File: src/hw/ciex_pkg.sv
package ciex_pkg;

	// datapath widths
	localparam int DATA_W = 8;
	localparam int FILE_AW = 7;
	localparam int FILE_DEPTH = 128;
	localparam int LIT_W = 11;
	localparam int PC_W = 13;

	// upper address latch width and the two bits that feed the program counter top
	localparam int LATCH_W = 5;
	localparam int LATCH_PC_HI = 4;
	localparam int LATCH_PC_LO = 3;

	// return stack geometry
	localparam int STACK_DEPTH = 8;
	localparam int STACK_AW = 3;

	// constant values
	localparam logic [DATA_W-1:0] ZERO_BYTE = 8'h00;
	localparam logic [DATA_W-1:0] ONE_BYTE = 8'h01;
	localparam logic [DATA_W-1:0] WDT_CLEAR_VALUE = 8'h00;
	localparam logic [PC_W-1:0] PC_RESET = 13'h0000;
	localparam logic [PC_W-1:0] PC_STEP = 13'h0001;
	localparam logic [LATCH_W-1:0] LATCH_RESET = 5'h00;
	localparam logic [STACK_AW-1:0] STACK_PTR_RESET = 3'h0;
	localparam logic [STACK_AW-1:0] STACK_PTR_STEP = 3'h1;

	// destination select bit
	localparam logic DEST_ACCUM = 1'b0;
	localparam logic DEST_FILE = 1'b1;

	// status flag reset values
	localparam logic NULL_FLAG_RESET = 1'b0;
	localparam logic EXPIRY_FLAG_RESET = 1'b1;
	localparam logic SLEEP_FLAG_RESET = 1'b1;

	typedef enum logic [2:0] {
		OP_IDLE,
		OP_KICK_WATCHDOG,
		OP_SUBROUTINE_JUMP,
		OP_INVERT_FILE,
		OP_ZERO_FILE,
		OP_ZERO_ACCUM,
		OP_MINUS_ONE_FILE,
		OP_MINUS_ONE_SKIP
	} ciex_op_e;

	typedef enum logic [1:0] {
		PH_ISSUE,
		PH_JUMP_FILL,
		PH_SKIP_NOP
	} ciex_phase_e;

endpackage

File: src/hw/ciex_core.sv
// Behaviour
// - kick_watchdog_op loads zero into watchdog counter and clears its prescaler.
// - kick_watchdog_op sets watchdog_expiry_flag and sleep_entry_flag to one.
// - subroutine_jump_op pushes program_counter plus one as new return stack top.
// - subroutine_jump_op loads 11-bit literal into program_counter bits 10 to 0.
// - subroutine_jump_op fills program_counter bits 12:11 from latch bits 4:3.
// - subroutine_jump_op takes two instruction cycles and leaves status flags alone.
// - destination bit 0 writes accumulator, bit 1 writes addressed file register.
// - file operand is a 7-bit address, 0 through 127.
// - invert_file_op writes inverse of file to destination and updates null flag.
// - zero_file_op clears addressed file register and sets null flag.
// - zero_accum_op clears accumulator and sets null flag.
// - minus_one_file_op writes file minus one to destination, updates null flag.
// - minus_one_skip_op decrements; zero result discards next instruction, two cycles.
`timescale 1ns/1ps
`default_nettype none

module ciex_core
	import ciex_pkg::*;
(
	// clock and reset
	input wire logic sys_clk,
	input wire logic srst,
	// instruction issue
	input wire logic op_valid,
	input wire ciex_op_e op_code,
	input wire logic [FILE_AW-1:0] op_file,
	input wire logic op_dest,
	input wire logic [LIT_W-1:0] op_literal,
	output logic op_ready,
	// upper address latch load
	input wire logic latch_wr_en,
	input wire logic [LATCH_W-1:0] latch_wr_data,
	// file register side port
	input wire logic file_wr_en,
	input wire logic [FILE_AW-1:0] file_wr_addr,
	input wire logic [DATA_W-1:0] file_wr_data,
	input wire logic [FILE_AW-1:0] file_rd_addr,
	output logic [DATA_W-1:0] file_rd_data,
	// watchdog and sleep events
	input wire logic watchdog_expired,
	input wire logic sleep_entered,
	output logic watchdog_clear,
	output logic prescaler_clear,
	output logic [DATA_W-1:0] watchdog_load_value,
	// core state
	output logic [PC_W-1:0] program_counter,
	output logic [PC_W-1:0] return_stack_top,
	output logic [STACK_AW-1:0] stack_ptr,
	output logic [DATA_W-1:0] accum,
	output logic [LATCH_W-1:0] upper_address_latch,
	output logic null_result_flag,
	output logic watchdog_expiry_flag,
	output logic sleep_entry_flag,
	output logic skip_taken
);

	function automatic logic [DATA_W-1:0] minus_one(input logic [DATA_W-1:0] val);
		minus_one = val - ONE_BYTE;
	endfunction

	function automatic logic result_is_zero(input logic [DATA_W-1:0] val);
		result_is_zero = (val == ZERO_BYTE);
	endfunction

	function automatic logic op_is(input ciex_op_e code, input ciex_op_e want);
		op_is = (code == want);
	endfunction

	// pointer wraps modulo its width, which makes the stack circular
	function automatic logic [STACK_AW-1:0] stack_advance(input logic [STACK_AW-1:0] ptr);
		stack_advance = ptr + STACK_PTR_STEP;
	endfunction

	logic [DATA_W-1:0] file_mem [FILE_DEPTH];
	logic [PC_W-1:0] stack_mem [STACK_DEPTH];
	ciex_phase_e phase;
	ciex_phase_e next_phase;
	logic [PC_W-1:0] next_program_counter;
	logic [DATA_W-1:0] next_accum;
	logic next_null_result_flag;

	// issue decode
	wire logic issue = op_valid && op_ready;
	wire logic is_kick = issue && op_is(op_code, OP_KICK_WATCHDOG);
	wire logic is_jump = issue && op_is(op_code, OP_SUBROUTINE_JUMP);
	wire logic is_invert = issue && op_is(op_code, OP_INVERT_FILE);
	wire logic is_zero_file = issue && op_is(op_code, OP_ZERO_FILE);
	wire logic is_zero_accum = issue && op_is(op_code, OP_ZERO_ACCUM);
	wire logic is_minus = issue && op_is(op_code, OP_MINUS_ONE_FILE);
	wire logic is_skip = issue && op_is(op_code, OP_MINUS_ONE_SKIP);

	// operand fetch over the full 7-bit space
	wire logic [DATA_W-1:0] file_operand = file_mem[op_file];
	wire logic [DATA_W-1:0] decremented = minus_one(file_operand);

	// arithmetic result for the ops that honour the destination bit
	wire logic dest_op = is_invert || is_minus || is_skip;
	wire logic [DATA_W-1:0] dest_result = is_invert ? ~file_operand : decremented;
	wire logic dest_result_zero = result_is_zero(dest_result);

	// destination steering
	wire logic write_accum_from_op = dest_op && (op_dest == DEST_ACCUM);
	wire logic write_file_from_op = dest_op && (op_dest == DEST_FILE);

	// null flag update: skip variant and jump leave it alone
	wire logic null_from_result = is_invert || is_minus;
	wire logic null_force_set = is_zero_file || is_zero_accum;

	// skip decision on the decrement result
	wire logic skip_now = is_skip && result_is_zero(decremented);

	// jump target
	wire logic [PC_W-1:0] pc_plus_one = program_counter + PC_STEP;
	wire logic [PC_W-1:0] jump_target = {upper_address_latch[LATCH_PC_HI:LATCH_PC_LO],
		op_literal};
	wire logic in_skip_nop = (phase == PH_SKIP_NOP);

	// the push lands one slot above the current top and the pointer follows it
	wire logic [STACK_AW-1:0] push_slot = stack_advance(stack_ptr);

	// one write port into the file memory: the core wins over the side port
	wire logic core_file_wr = is_zero_file || write_file_from_op;
	wire logic file_wr_any = core_file_wr || file_wr_en;
	wire logic [FILE_AW-1:0] file_wr_sel_addr = core_file_wr ? op_file : file_wr_addr;
	wire logic [DATA_W-1:0] core_file_val = is_zero_file ? ZERO_BYTE : dest_result;
	wire logic [DATA_W-1:0] file_wr_val = core_file_wr ? core_file_val : file_wr_data;

	// ready drops for the dead cycle of a jump or a taken skip
	assign op_ready = (phase == PH_ISSUE);
	assign return_stack_top = stack_mem[stack_ptr];
	assign watchdog_load_value = WDT_CLEAR_VALUE;

	always_comb begin
		next_phase = phase;
		unique case (phase)
			PH_ISSUE: begin
				if (is_jump) begin
					next_phase = PH_JUMP_FILL;
				end else if (skip_now) begin
					next_phase = PH_SKIP_NOP;
				end
			end
			PH_JUMP_FILL: begin
				next_phase = PH_ISSUE;
			end
			PH_SKIP_NOP: begin
				next_phase = PH_ISSUE;
			end
			default: begin
				// the unused phase code falls back to issue
				next_phase = PH_ISSUE;
			end
		endcase
	end

	always_ff @(posedge sys_clk) begin
		if (srst) begin
			phase <= PH_ISSUE;
		end else begin
			phase <= next_phase;
		end
	end

	// program counter: the skip cycle steps past the discarded instruction
	always_comb begin
		next_program_counter = program_counter;
		if (is_jump) begin
			next_program_counter = jump_target;
		end else if (issue || in_skip_nop) begin
			next_program_counter = pc_plus_one;
		end
	end

	always_ff @(posedge sys_clk) begin
		if (srst) begin
			program_counter <= PC_RESET;
		end else begin
			program_counter <= next_program_counter;
		end
	end

	// eight slots; a ninth nested push overwrites the oldest return address
	always_ff @(posedge sys_clk) begin
		if (srst) begin
			stack_ptr <= STACK_PTR_RESET;
		end else if (is_jump) begin
			stack_ptr <= push_slot;
		end
	end

	// stack contents are not reset, only the pointer is
	always_ff @(posedge sys_clk) begin
		if (is_jump) begin
			stack_mem[push_slot] <= pc_plus_one;
		end
	end

	always_ff @(posedge sys_clk) begin
		if (srst) begin
			upper_address_latch <= LATCH_RESET;
		end else if (latch_wr_en) begin
			upper_address_latch <= latch_wr_data;
		end
	end

	// single write port, steered by the wires above
	always_ff @(posedge sys_clk) begin
		if (file_wr_any) begin
			file_mem[file_wr_sel_addr] <= file_wr_val;
		end
	end

	always_ff @(posedge sys_clk) begin
		file_rd_data <= file_mem[file_rd_addr];
	end

	// next value of the accumulator
	always_comb begin
		next_accum = accum;
		if (is_zero_accum) begin
			next_accum = ZERO_BYTE;
		end else if (write_accum_from_op) begin
			next_accum = dest_result;
		end
	end

	always_ff @(posedge sys_clk) begin
		if (srst) begin
			accum <= ZERO_BYTE;
		end else begin
			accum <= next_accum;
		end
	end

	always_comb begin
		next_null_result_flag = null_result_flag;
		if (null_force_set) begin
			next_null_result_flag = 1'h1;
		end else if (null_from_result) begin
			next_null_result_flag = dest_result_zero;
		end
	end

	always_ff @(posedge sys_clk) begin
		if (srst) begin
			null_result_flag <= NULL_FLAG_RESET;
		end else begin
			null_result_flag <= next_null_result_flag;
		end
	end

	// the kick wins over a same-cycle expiry event
	always_ff @(posedge sys_clk) begin
		if (srst) begin
			watchdog_expiry_flag <= EXPIRY_FLAG_RESET;
		end else if (is_kick) begin
			watchdog_expiry_flag <= 1'h1;
		end else if (watchdog_expired) begin
			watchdog_expiry_flag <= 1'h0;
		end
	end

	// the kick wins over a same-cycle sleep event
	always_ff @(posedge sys_clk) begin
		if (srst) begin
			sleep_entry_flag <= SLEEP_FLAG_RESET;
		end else if (is_kick) begin
			sleep_entry_flag <= 1'h1;
		end else if (sleep_entered) begin
			sleep_entry_flag <= 1'h0;
		end
	end

	// registered so the watchdog sees a clean one-cycle strobe
	always_ff @(posedge sys_clk) begin
		if (srst) begin
			watchdog_clear <= 1'h0;
		end else begin
			watchdog_clear <= is_kick;
		end
	end

	always_ff @(posedge sys_clk) begin
		if (srst) begin
			prescaler_clear <= 1'h0;
		end else begin
			prescaler_clear <= is_kick;
		end
	end

	always_ff @(posedge sys_clk) begin
		if (srst) begin
			skip_taken <= 1'h0;
		end else begin
			skip_taken <= skip_now;
		end
	end

endmodule

`default_nettype wire

File: config.mk
export PLATFORM = sky130hd
export DESIGN_NAME = ciex_core
export DESIGN_NICKNAME = d
export VERILOG_FILES = /design/src/hw/ciex_pkg.sv /design/src/hw/ciex_core.sv
export SDC_FILE = /design/constraint.sdc
export NUM_CORES = 1
export LEC_CHECK = 0
export BUFFER_PORTS_ARGS = -buffer_cell sky130_fd_sc_hd__buf_2
export CAP_MARGIN = 30
export CORE_AREA = 2 2 396 398
export DETAILED_ROUTE_END_ITERATION = 10
export DIE_AREA = 0 0 398 400
export PLACE_DENSITY_LB_ADDON = 0.12
export SLEW_MARGIN = 30
export SYNTH_ARGS = -nofsm -noshare
export SYNTH_HDL_FRONTEND = slang
export SYNTH_SLANG_ARGS = --single-unit
File: constraint.sdc
create_clock -name sys_clk -period 11.6 [get_ports sys_clk]
set_input_delay 1.16 -clock sys_clk [delete_from_list [all_inputs] [get_ports sys_clk]]
set_output_delay 1.16 -clock sys_clk [all_outputs]
set_load 0.01 [all_outputs]
[Word-level counts from Yosys, hierarchy flattened]
Memories as Yosys holds them, arrays and structs flattened. A register that Yosys moved wholly into a read port is not among the register bits.
Cells that the tools add are included.
Storage, ports and cells
  flip-flop bits (word level): 36
  logic and storage cells: 70
  bits of input ports: 56
  output and inout port bits: 65
  memory bits (writable): 1128
  memories: 2
Operators by class
  equal/unequal tests: 8
  bitwise gates (word level): 3
  muxes and demuxes: 16
  add/sub/neg operators: 3
  reductions and logical operators: 27
Memories
  file_mem: depth 128, width 8, read ports 2, clocked after memory_dff 1, write ports 1, line ciex_core.sv:75  | logic [DATA_W-1:0] file_mem [FILE_DEPTH];
  stack_mem: depth 8, width 13, read ports 1, clocked after memory_dff 1, write ports 1, line ciex_core.sv:76  | logic [PC_W-1:0] stack_mem [STACK_DEPTH];
Operator list (count)
  $mux 13: 2
  $mux 8: 3
  $logic_not 8->1: 2
  $add 13x1->13 const B: 1
  $eq 3x3->1 const B: 4
  $logic_and 1x1->1: 11
  $mux 1: 8
  $not 8->8: 1
  $sub 8x1->8 const B: 1
  $mux 7: 1
  $eq 3x2->1 const B: 2
  $logic_or 1x1->1: 6
  $mux 3: 2
  $reduce_bool 2->1: 3
  $reduce_or 2->1: 3
  $add 3x1->3 const B: 1
  $eq 3x1->1 const B: 1
  $reduce_or 3->1: 1
  $eq 2x2->1 const B: 1
  $logic_not 2->1: 1
  $not 1->1: 2

[Longest topological paths before layout]
Gate-level depths: netlist (run 1).
  word-level depth: 10
  mapped depth: 18
  mapped depth without buffers: 12

[Least setup slack after synthesis (run 1)]
No wires, ideal clock.
  kind: input-to-reg
  start: input op_file[1]
  end: memory file_mem[0][0], data pin
  path slack: 1984 ps
  setup time: 1197 ps
  arrival: 8419 ps
  data required time: 10403 ps
  stages: 10
  path buffers: 4
  cells stage by stage: buf_2 buf_4 buf_2 buf_2 mux4_2 a22oi_1 nand4_1 a32oi_1 o311ai_2 o21ai_0
On the way
  longest elaborated chain between the ends: 5
  elaborated cells on any way between the ends: 6
  those cells by class: add/sub: 1; mux: 3; bitwise: 1; memory: 1
RTL lines
  start, declared: line ciex_core.sv:27  | input wire logic [FILE_AW-1:0] op_file,
  $mem_v2 128x8 *
  $sub 8x1->8 / $not 8->8 (equally long branches): line ciex_core.sv:59, ciex_core.sv:99
  $mux 8 *: line ciex_core.sv:99  | wire logic [DATA_W-1:0] dest_result = is_invert ? ~file_operand : decremented;
  $mux 8 *: line ciex_core.sv:126  | wire logic [DATA_W-1:0] core_file_val = is_zero_file ? ZERO_BYTE : dest_result;
  $mux 8 *: line ciex_core.sv:127  | wire logic [DATA_W-1:0] file_wr_val = core_file_wr ? core_file_val : file_wr_data;
  via file_wr_val[0]: line ciex_core.sv:127
  end, declared: line ciex_core.sv:75
Mark *: on every way through the listed nets, which the timed path passes. The rest lies on a longest branch.

[Worst setup path after layout (run 1)]
  start: input op_file[4]
  end: memory file_mem[32][2], data pin
The elaborated chain is that of the path after synthesis.

==> results.toml, run 1 <==
[finish]
drive_above_1_share_pct = 40.7
synthToLayoutAreaGrowth_pct = 14.9
seq_area_sq_mm = 0.0348
fin_util_pct = 40.0
final_common_cell = "edfxtp_1"
nets = 2905
multi_input_area_sq_mm = 0.0185
nFillCells = 13700
layout_common_cells = "edfxtp_1, mux4_2, nor2_1"

[global_route]
grt_pass1_vias = 30300
grt_max_degree = 117
grt_pass1_wl_um = 239000
antenna_found_initial = 16
grt_use_total_pct = 21.6
grt-ovfl-total = 0

[cts]
cts_tree = "yes"
cts.sinks = 1175
post-cts-setup-buffers = 0
insertion_delay_ns = 0.78
cts_root_buffer = "clkbuf_16"
path_clk_slew_ns = 0.06
cts_buffer_depth = 3
cts_buffers = 133
htree_levels = 4
cts_resized = 0
hold_buffers = 0

[sta]
setup_ws_ns = 5.13
max_freq_mhz = 155
tightest_slew_ns = 1.12
hold_slack_ns = 0.472
rsz0062_at_grt = "no"
max-slew-margin-rel_pct = 25.2
fin_crit_sh_pct = 55.8
post-route-min-period_ns = 6.47
final.setup_skew_ns = 0.0306
hold_violations = 0
setup-tns-final_ns = 0
setup_viol = 0
slew_violations = 0

[hold_path]
hold_class = "register to register"

[yosys]
synthTopCellsByArea = "edfxtp_1, mux4_2, dfxtp_1, nor2_1, clkbuf_1"
synth_cells = 2647
synth_seq_area_share_pct = 64.4
yosysTopAreaCell = "edfxtp_1"
synth_cell_types = 62
ys_seq_elements = 1175
yosysTopAreaCellShare_pct = 62.7
syn_avg_cell_area_sq_um = 20.4
syn_area_sq_mm = 0.0541
synth_edf_count = 1128
async_reset_ff_share_pct = 0
ys.flop_type = "edfxtp_1"
synth_warnings = 0

[placed_design]
port_buffers = 112
pre_cts_ws_ns = 4.19
gp_congestion = 0.829
dpl.hpwl_um = 111000

[power]
max-vdd-ir-drop_mv = 0.123
p_int_mw = 7.43
swShare_pct = 23.4
p_clk_share_pct = 42.5
power_mw = 9.70
p_comb_share_pct = 8.7
seq_power_share_pct = 48.8
p_leak_nw = 19.2
power.switching_mw = 2.26
p_per_area_mw_per_mm2 = 156

[route]
routedWlPerCell_um = 34.1
vias = 29600
dr.pass1.iters = 6
drt-total-wl_um = 171000
vias_per_cell = 5.91
drc = 0
drtIter0Drc = 3445
ant_nets = 0

[critical_path]
slowest_stage = "nor2b_1"
crit_type = "primary input to register"
cp.required_ns = 12.06
start_kind = "primary input"
cp_cell_sequence = "buf_4 > buf_4 > buf_4 > nor2b_1 > a21boi_0 > a32oi_1 > o311ai_2 > inv_1 > ha_1 > nor2_1 > xnor2_1 > o21ai_4 > buf_6"
max_stage_delay_ns = 0.87
worstPathMaxFanout = 96
cp_common_cell = "buf_4"
endpoint_kind = "register"
crit_arrival_ns = 6.92

[floorplanning]
die-area_sq_mm = 0.159
initial_core_util_pct = 34.8
num_rows = 145
ioPinCount = 121
die_y_um = 400
die_w_um = 398
core_sq_mm = 0.155

[status]
run_status = "finished clean"

[run]
cap_violations = 0
-- per-layer routing --
| layer | vias up | part of all wire, % | GRT usage [%] |
|---|---|---|---|
| li1 | 11800 | - | - |
| met1 | 16300 | 42 | 29.9 |
| met2 | 1296 | 48 | 34.3 |
| met3 | 260 | 6.6 | 4.08 |
| met4 | 0 | 3.1 | 7.16 |
| met5 | - | 0 | 0 |
-- synth_stat cells (all sizes together), types with 17 or more instances --
master	count
edfxtp	1128
mux4	656
nor2	204
clkbuf	110
buf	102
nand2	52
dfxtp	47
o21ai	39
mux2i	37
a21oi	27
mux2	23
a211oi	18
a22oi	18
o22ai	18
or2	17
-- power by group through the flow --
stage	sequential, mW	combinational [mW]	clock [mW]
2_1_floorplan	4.84	0.506	0
3_3_place_gp	4.82	0.826	0
3_5_place_dp	4.82	0.839	0
4_1_cts	4.73	0.841	4.22
5_1_grt	4.73	0.884	4.38
6_report	4.73	0.840	4.12
-- critical path: cells and delay by family --
kind                       cells  cell delay [ns]
xor gates and xnor gates       1             0.24
AOI/OAI and AO/OA              4             1.78
adders and majority gates      1             0.21
buffers and inverters          5             2.31
and+or+nand+nor                2             0.95
-- final timing paths --
kind,start,end,slack (ns),cells past startpoint
setup / recovery,op_file[4],file_mem[32][2],5.13,13
hold / removal,sleep_entry_flag,sleep_entry_flag,0.47,2
setup reg to reg,file_mem[53][6],file_mem[36][7],6.65,12
hold reg to reg,sleep_entry_flag,sleep_entry_flag,0.47,2
-- stage by stage --
step | cell area [sq um] | std cells
global route | 62100 | 5007
detailed placement | 57800 | 4764
CTS | 62000 | 5001
finish | 62100 | 5011
floorplan | 54100 | 2654
global placement | 57600 | 4760
-- kinds of logic after synthesis --
kind of cell,share of synthesized area [%]
multiplexers,28.5
buffers and inverters,1.81
AND/OR/NAND/NOR,2.98
flip-flops,64.4
other,0.00694
adder cells (fa/ha/maj),0.0926
AO/OA/AOI/OAI,1.77
XOR/XNOR,0.387
-- cell type report --
class                           instances  area share (%)
Antenna cell                            6          0.0242
Clock buffer                          162            5.70
Clock inverter                         75            1.09
Inverter                                9          0.0544
Multi-Input combinational cell       1258            29.8
Sequential cell                      1175            56.1
Tap cell                             2058            4.15
Timing Repair Buffer                  268            3.12
-- registers in the layout, summed over array words and instances (netlist names), named ones only --
name                  count
file_mem               1024
stack_mem               104
program_counter          13
accum                     8
file_rd_data              8
upper_address_latch       5
stack_ptr                 3
phase                     2
null_result_flag          1
prescaler_clear           1
skip_taken                1
sleep_entry_flag          1
watchdog_expiry_flag      1
No activity file was read; power rests on OpenSTA's default activity.
==> inputs of run 2 (changes only) <==
ABC_AREA = 1   (was unset)
CORE_AREA = 2 2 408 410   (was 2 2 396 398)
DIE_AREA = 0 0 410 412   (was 0 0 398 400)
clock period = 6.3 ns   (was 11.6 ns; I/O delays follow)
==> run 2 against run 1 <==
Worst hold slack worse by 0.40 ns. Critical endpoint is now file_mem[10][7]. Core utilization down 0.41 points. Routed wire length up 32%. Clock power up 92%. Total power up 94%. Critical path depth up 2.
==> results.toml, run 2 <==
[placed_design]
dpl.cell_count = 8066
port_buffers = 112
gp_congestion = 0.877
dpl.hpwl_um = 135000
placed_cell_area_sq_mm = 0.0605

[sta]
rsz0062_at_grt = "no"
post-route-min-period_ns = 4.52
setup_viol = 0
setup-tns-final_ns = 0
hold_slack_ns = 0.0696
tightest_slew_ns = 1.08
max-slew-margin-rel_pct = 27.1
hold_violations = 0
fin_crit_sh_pct = 71.8
max_freq_mhz = 221
final.setup_skew_ns = 0.0415
slew_violations = 0

[power]
p_leak_nw = 22.6
p_int_mw = 13.7
p_per_area_mw_per_mm2 = 289
max-vdd-ir-drop_mv = 0.290
swShare_pct = 27.1
power.switching_mw = 5.08
p_comb_share_pct = 11.3
seq_power_share_pct = 46.5
p_clk_share_pct = 42.2

[cts]
path_clk_slew_ns = 0.06
cts.sinks = 1175
cts_buffer_depth = 3
cts_buffers = 141
insertion_delay_ns = 0.81
post-cts-setup-buffers = 0
cts_root_buffer = "clkbuf_16"
htree_levels = 4
cts_tree = "yes"

[yosys]
synth_cell_types = 47
ys.flop_type = "edfxtp_1"
yosysTopAreaCell = "edfxtp_1"
synth_seq_area_share_pct = 60.7
syn_avg_cell_area_sq_um = 9.47
yosysTopAreaCellShare_pct = 59.1
synthTopCellsByArea = "edfxtp_1, nand2_1, nand3_1, o21ai_0, nor2_1"
syn_area_sq_mm = 0.0574
synth_warnings = 0
ys_seq_elements = 1175
yosysMostFrequentCell = "nand2_1"
synth_cells = 6054
synth_edf_count = 1128
async_reset_ff_share_pct = 0
synth.top_cells.by_count = "nand2_1, edfxtp_1, nor2_1"

[global_route]
antenna_found_initial = 5
grt_pass1_wl_um = 324000
grt_max_degree = 174
grt_use_total_pct = 26.1
grt-ovfl-total = 0
grt_pass1_vias = 45500

[route]
routedWlPerCell_um = 27.1
drt-total-wl_um = 226000
vias_per_cell = 5.82
ant_nets = 0
dr.pass1.iters = 7
vias = 48500
drtIter0Drc = 5718
drc = 0

[finish]
drive_above_1_share_pct = 10.3
final_common_cell = "nand2_1"
layout_common_cells = "nand2_1, edfxtp_1, nor2_1"
nFillCells = 16000
nets = 6087
largest_reg_flops = 1024
synthToLayoutAreaGrowth_pct = 13.5
reg_top3 = "file_mem x1024, stack_mem x104, program_counter x13"
regMostFlops = "file_mem"
design_area_sq_mm = 0.0651
fin_cells = 8331

[floorplanning]
die_y_um = 412
initial_core_util_pct = 34.9
die-area_sq_mm = 0.169
core_sq_mm = 0.164
ioPinCount = 121
die_w_um = 410
num_rows = 149

[critical_path]
cp.required_ns = 6.71
worstPathMaxFanout = 16
crit_arrival_ns = 4.93
crit_type = "register to register"
setup.worst_path.start = "phase[1]"
start_kind = "register"
r2r_start = "phase[1]"
endpoint_kind = "register"

[hold_path]
hold_class = "primary input to register"
min-delay-start = "latch_wr_data[4]"

[status]
run_status = "finished clean"

[run]
cap_violations = 0
==> run 2: cell types whose count changed after synthesis, moves of 23 or more <==
| cell | delta |
|---|---|
| buf_6 | +26 |
| nand2_1 | +1106 |
| o22ai_1 | +285 |
| inv_1 | +57 |
| o221ai_1 | +46 |
| mux4_2 | -656 |
| mux2i_1 | -34 |
| clkbuf_1 | +163 |
| buf_2 | +98 |
| nor2_1 | +763 |
| mux2_2 | -23 |
| nand3_1 | +853 |
| o21ai_0 | +728 |
==> run 2: worst max-delay path, stage by stage (launching register included) <==
cell	delay, ns
dfxtp_1	0.39
nor2_4	0.05
nand2_2	0.12
nor2_2	0.08
a21oi_2	0.31
nand2_1	0.11
inv_2	0.10
nor2_4	0.04
inv_2	0.28
nand2_4	0.27
o21ai_2	0.35
inv_2	0.11
nor3_2	0.21
nand2_1	0.48
buf_4	0.43
nor2_1	0.78
==> run 2: per-layer routing <==
metal	track usage, %	vias up	share of wire, %
li1	-	21500	-
met2	39.1	2549	44
met3	5.18	412	8.9
met1	37.6	24000	44
met4	8.79	2	3.4
met5	0	-	0.0058
==> run 2: kinds of logic (layout without fill, tap and decap cells) <==
family | Yosys count | after routing | synth area share [%]
XOR/XNOR | 11 | 11 | 0.168
AO/OA/AOI/OAI | 1256 | 1256 | 12.3
other | 1 | 10 | 0.00654
AND/OR/NAND/NOR | 3032 | 3032 | 22.1
flip-flops | 1175 | 1175 | 60.7
buffers and inverters | 575 | 654 | 4.68
adder cells (fa/ha/maj) | 4 | 4 | 0.0873
==> run 2: worst paths after layout <==
| path | depth (start not counted) | slack [ns] | to |
|---|---|---|---|
| worst max-delay path | 15 | 1.78 | file_mem[10][7] |
| worst min-delay path | 3 | 0.07 | upper_address_latch[4] |
| worst max register to register | 15 | 1.78 | file_mem[10][7] |
| worst min register to register | 2 | 0.46 | watchdog_expiry_flag |
==> run 2: final cells by class <==
class,instances,area [sq um],share of cell area [%]
diodes,2,5.00,0.00769
clock buffers,172,3770,5.79
clock inverters,84,677,1.04
inverters,85,372,0.571
multi-input cells,4311,20100,30.8
flip-flops and latches,1175,34800,53.5
well taps,2189,2740,4.21
repair buffers,313,2630,4.04
==> run 2: power by group through the flow <==
stage	Clock [mW]	Sequential (mW)	Combinational, mW
floorplan	0	8.94	1.15
global placement	0	8.90	2.08
detailed placement	0	8.90	2.09
CTS	8.04	8.74	2.10
global route	8.33	8.74	2.26
finish	7.92	8.74	2.13
==> run 2: per-stage QoR <==
step                      worst slack [ns]  utilization, %  total power [mW]
after floorplan                     0.0340               -              10.1
after CTS                             1.78            39.6              18.9
final                                 1.78            39.6              18.8
after detailed placement              1.24            36.9              11.0
after global routing                  1.63            39.6              19.3
after global placement                1.29            36.8              11.0
==> run 2: timing repair <==
item / CTS / global route
resized for setup: 0 / 0
hold buffers: 2 / 0
hold endpoints to repair: 2 / 0
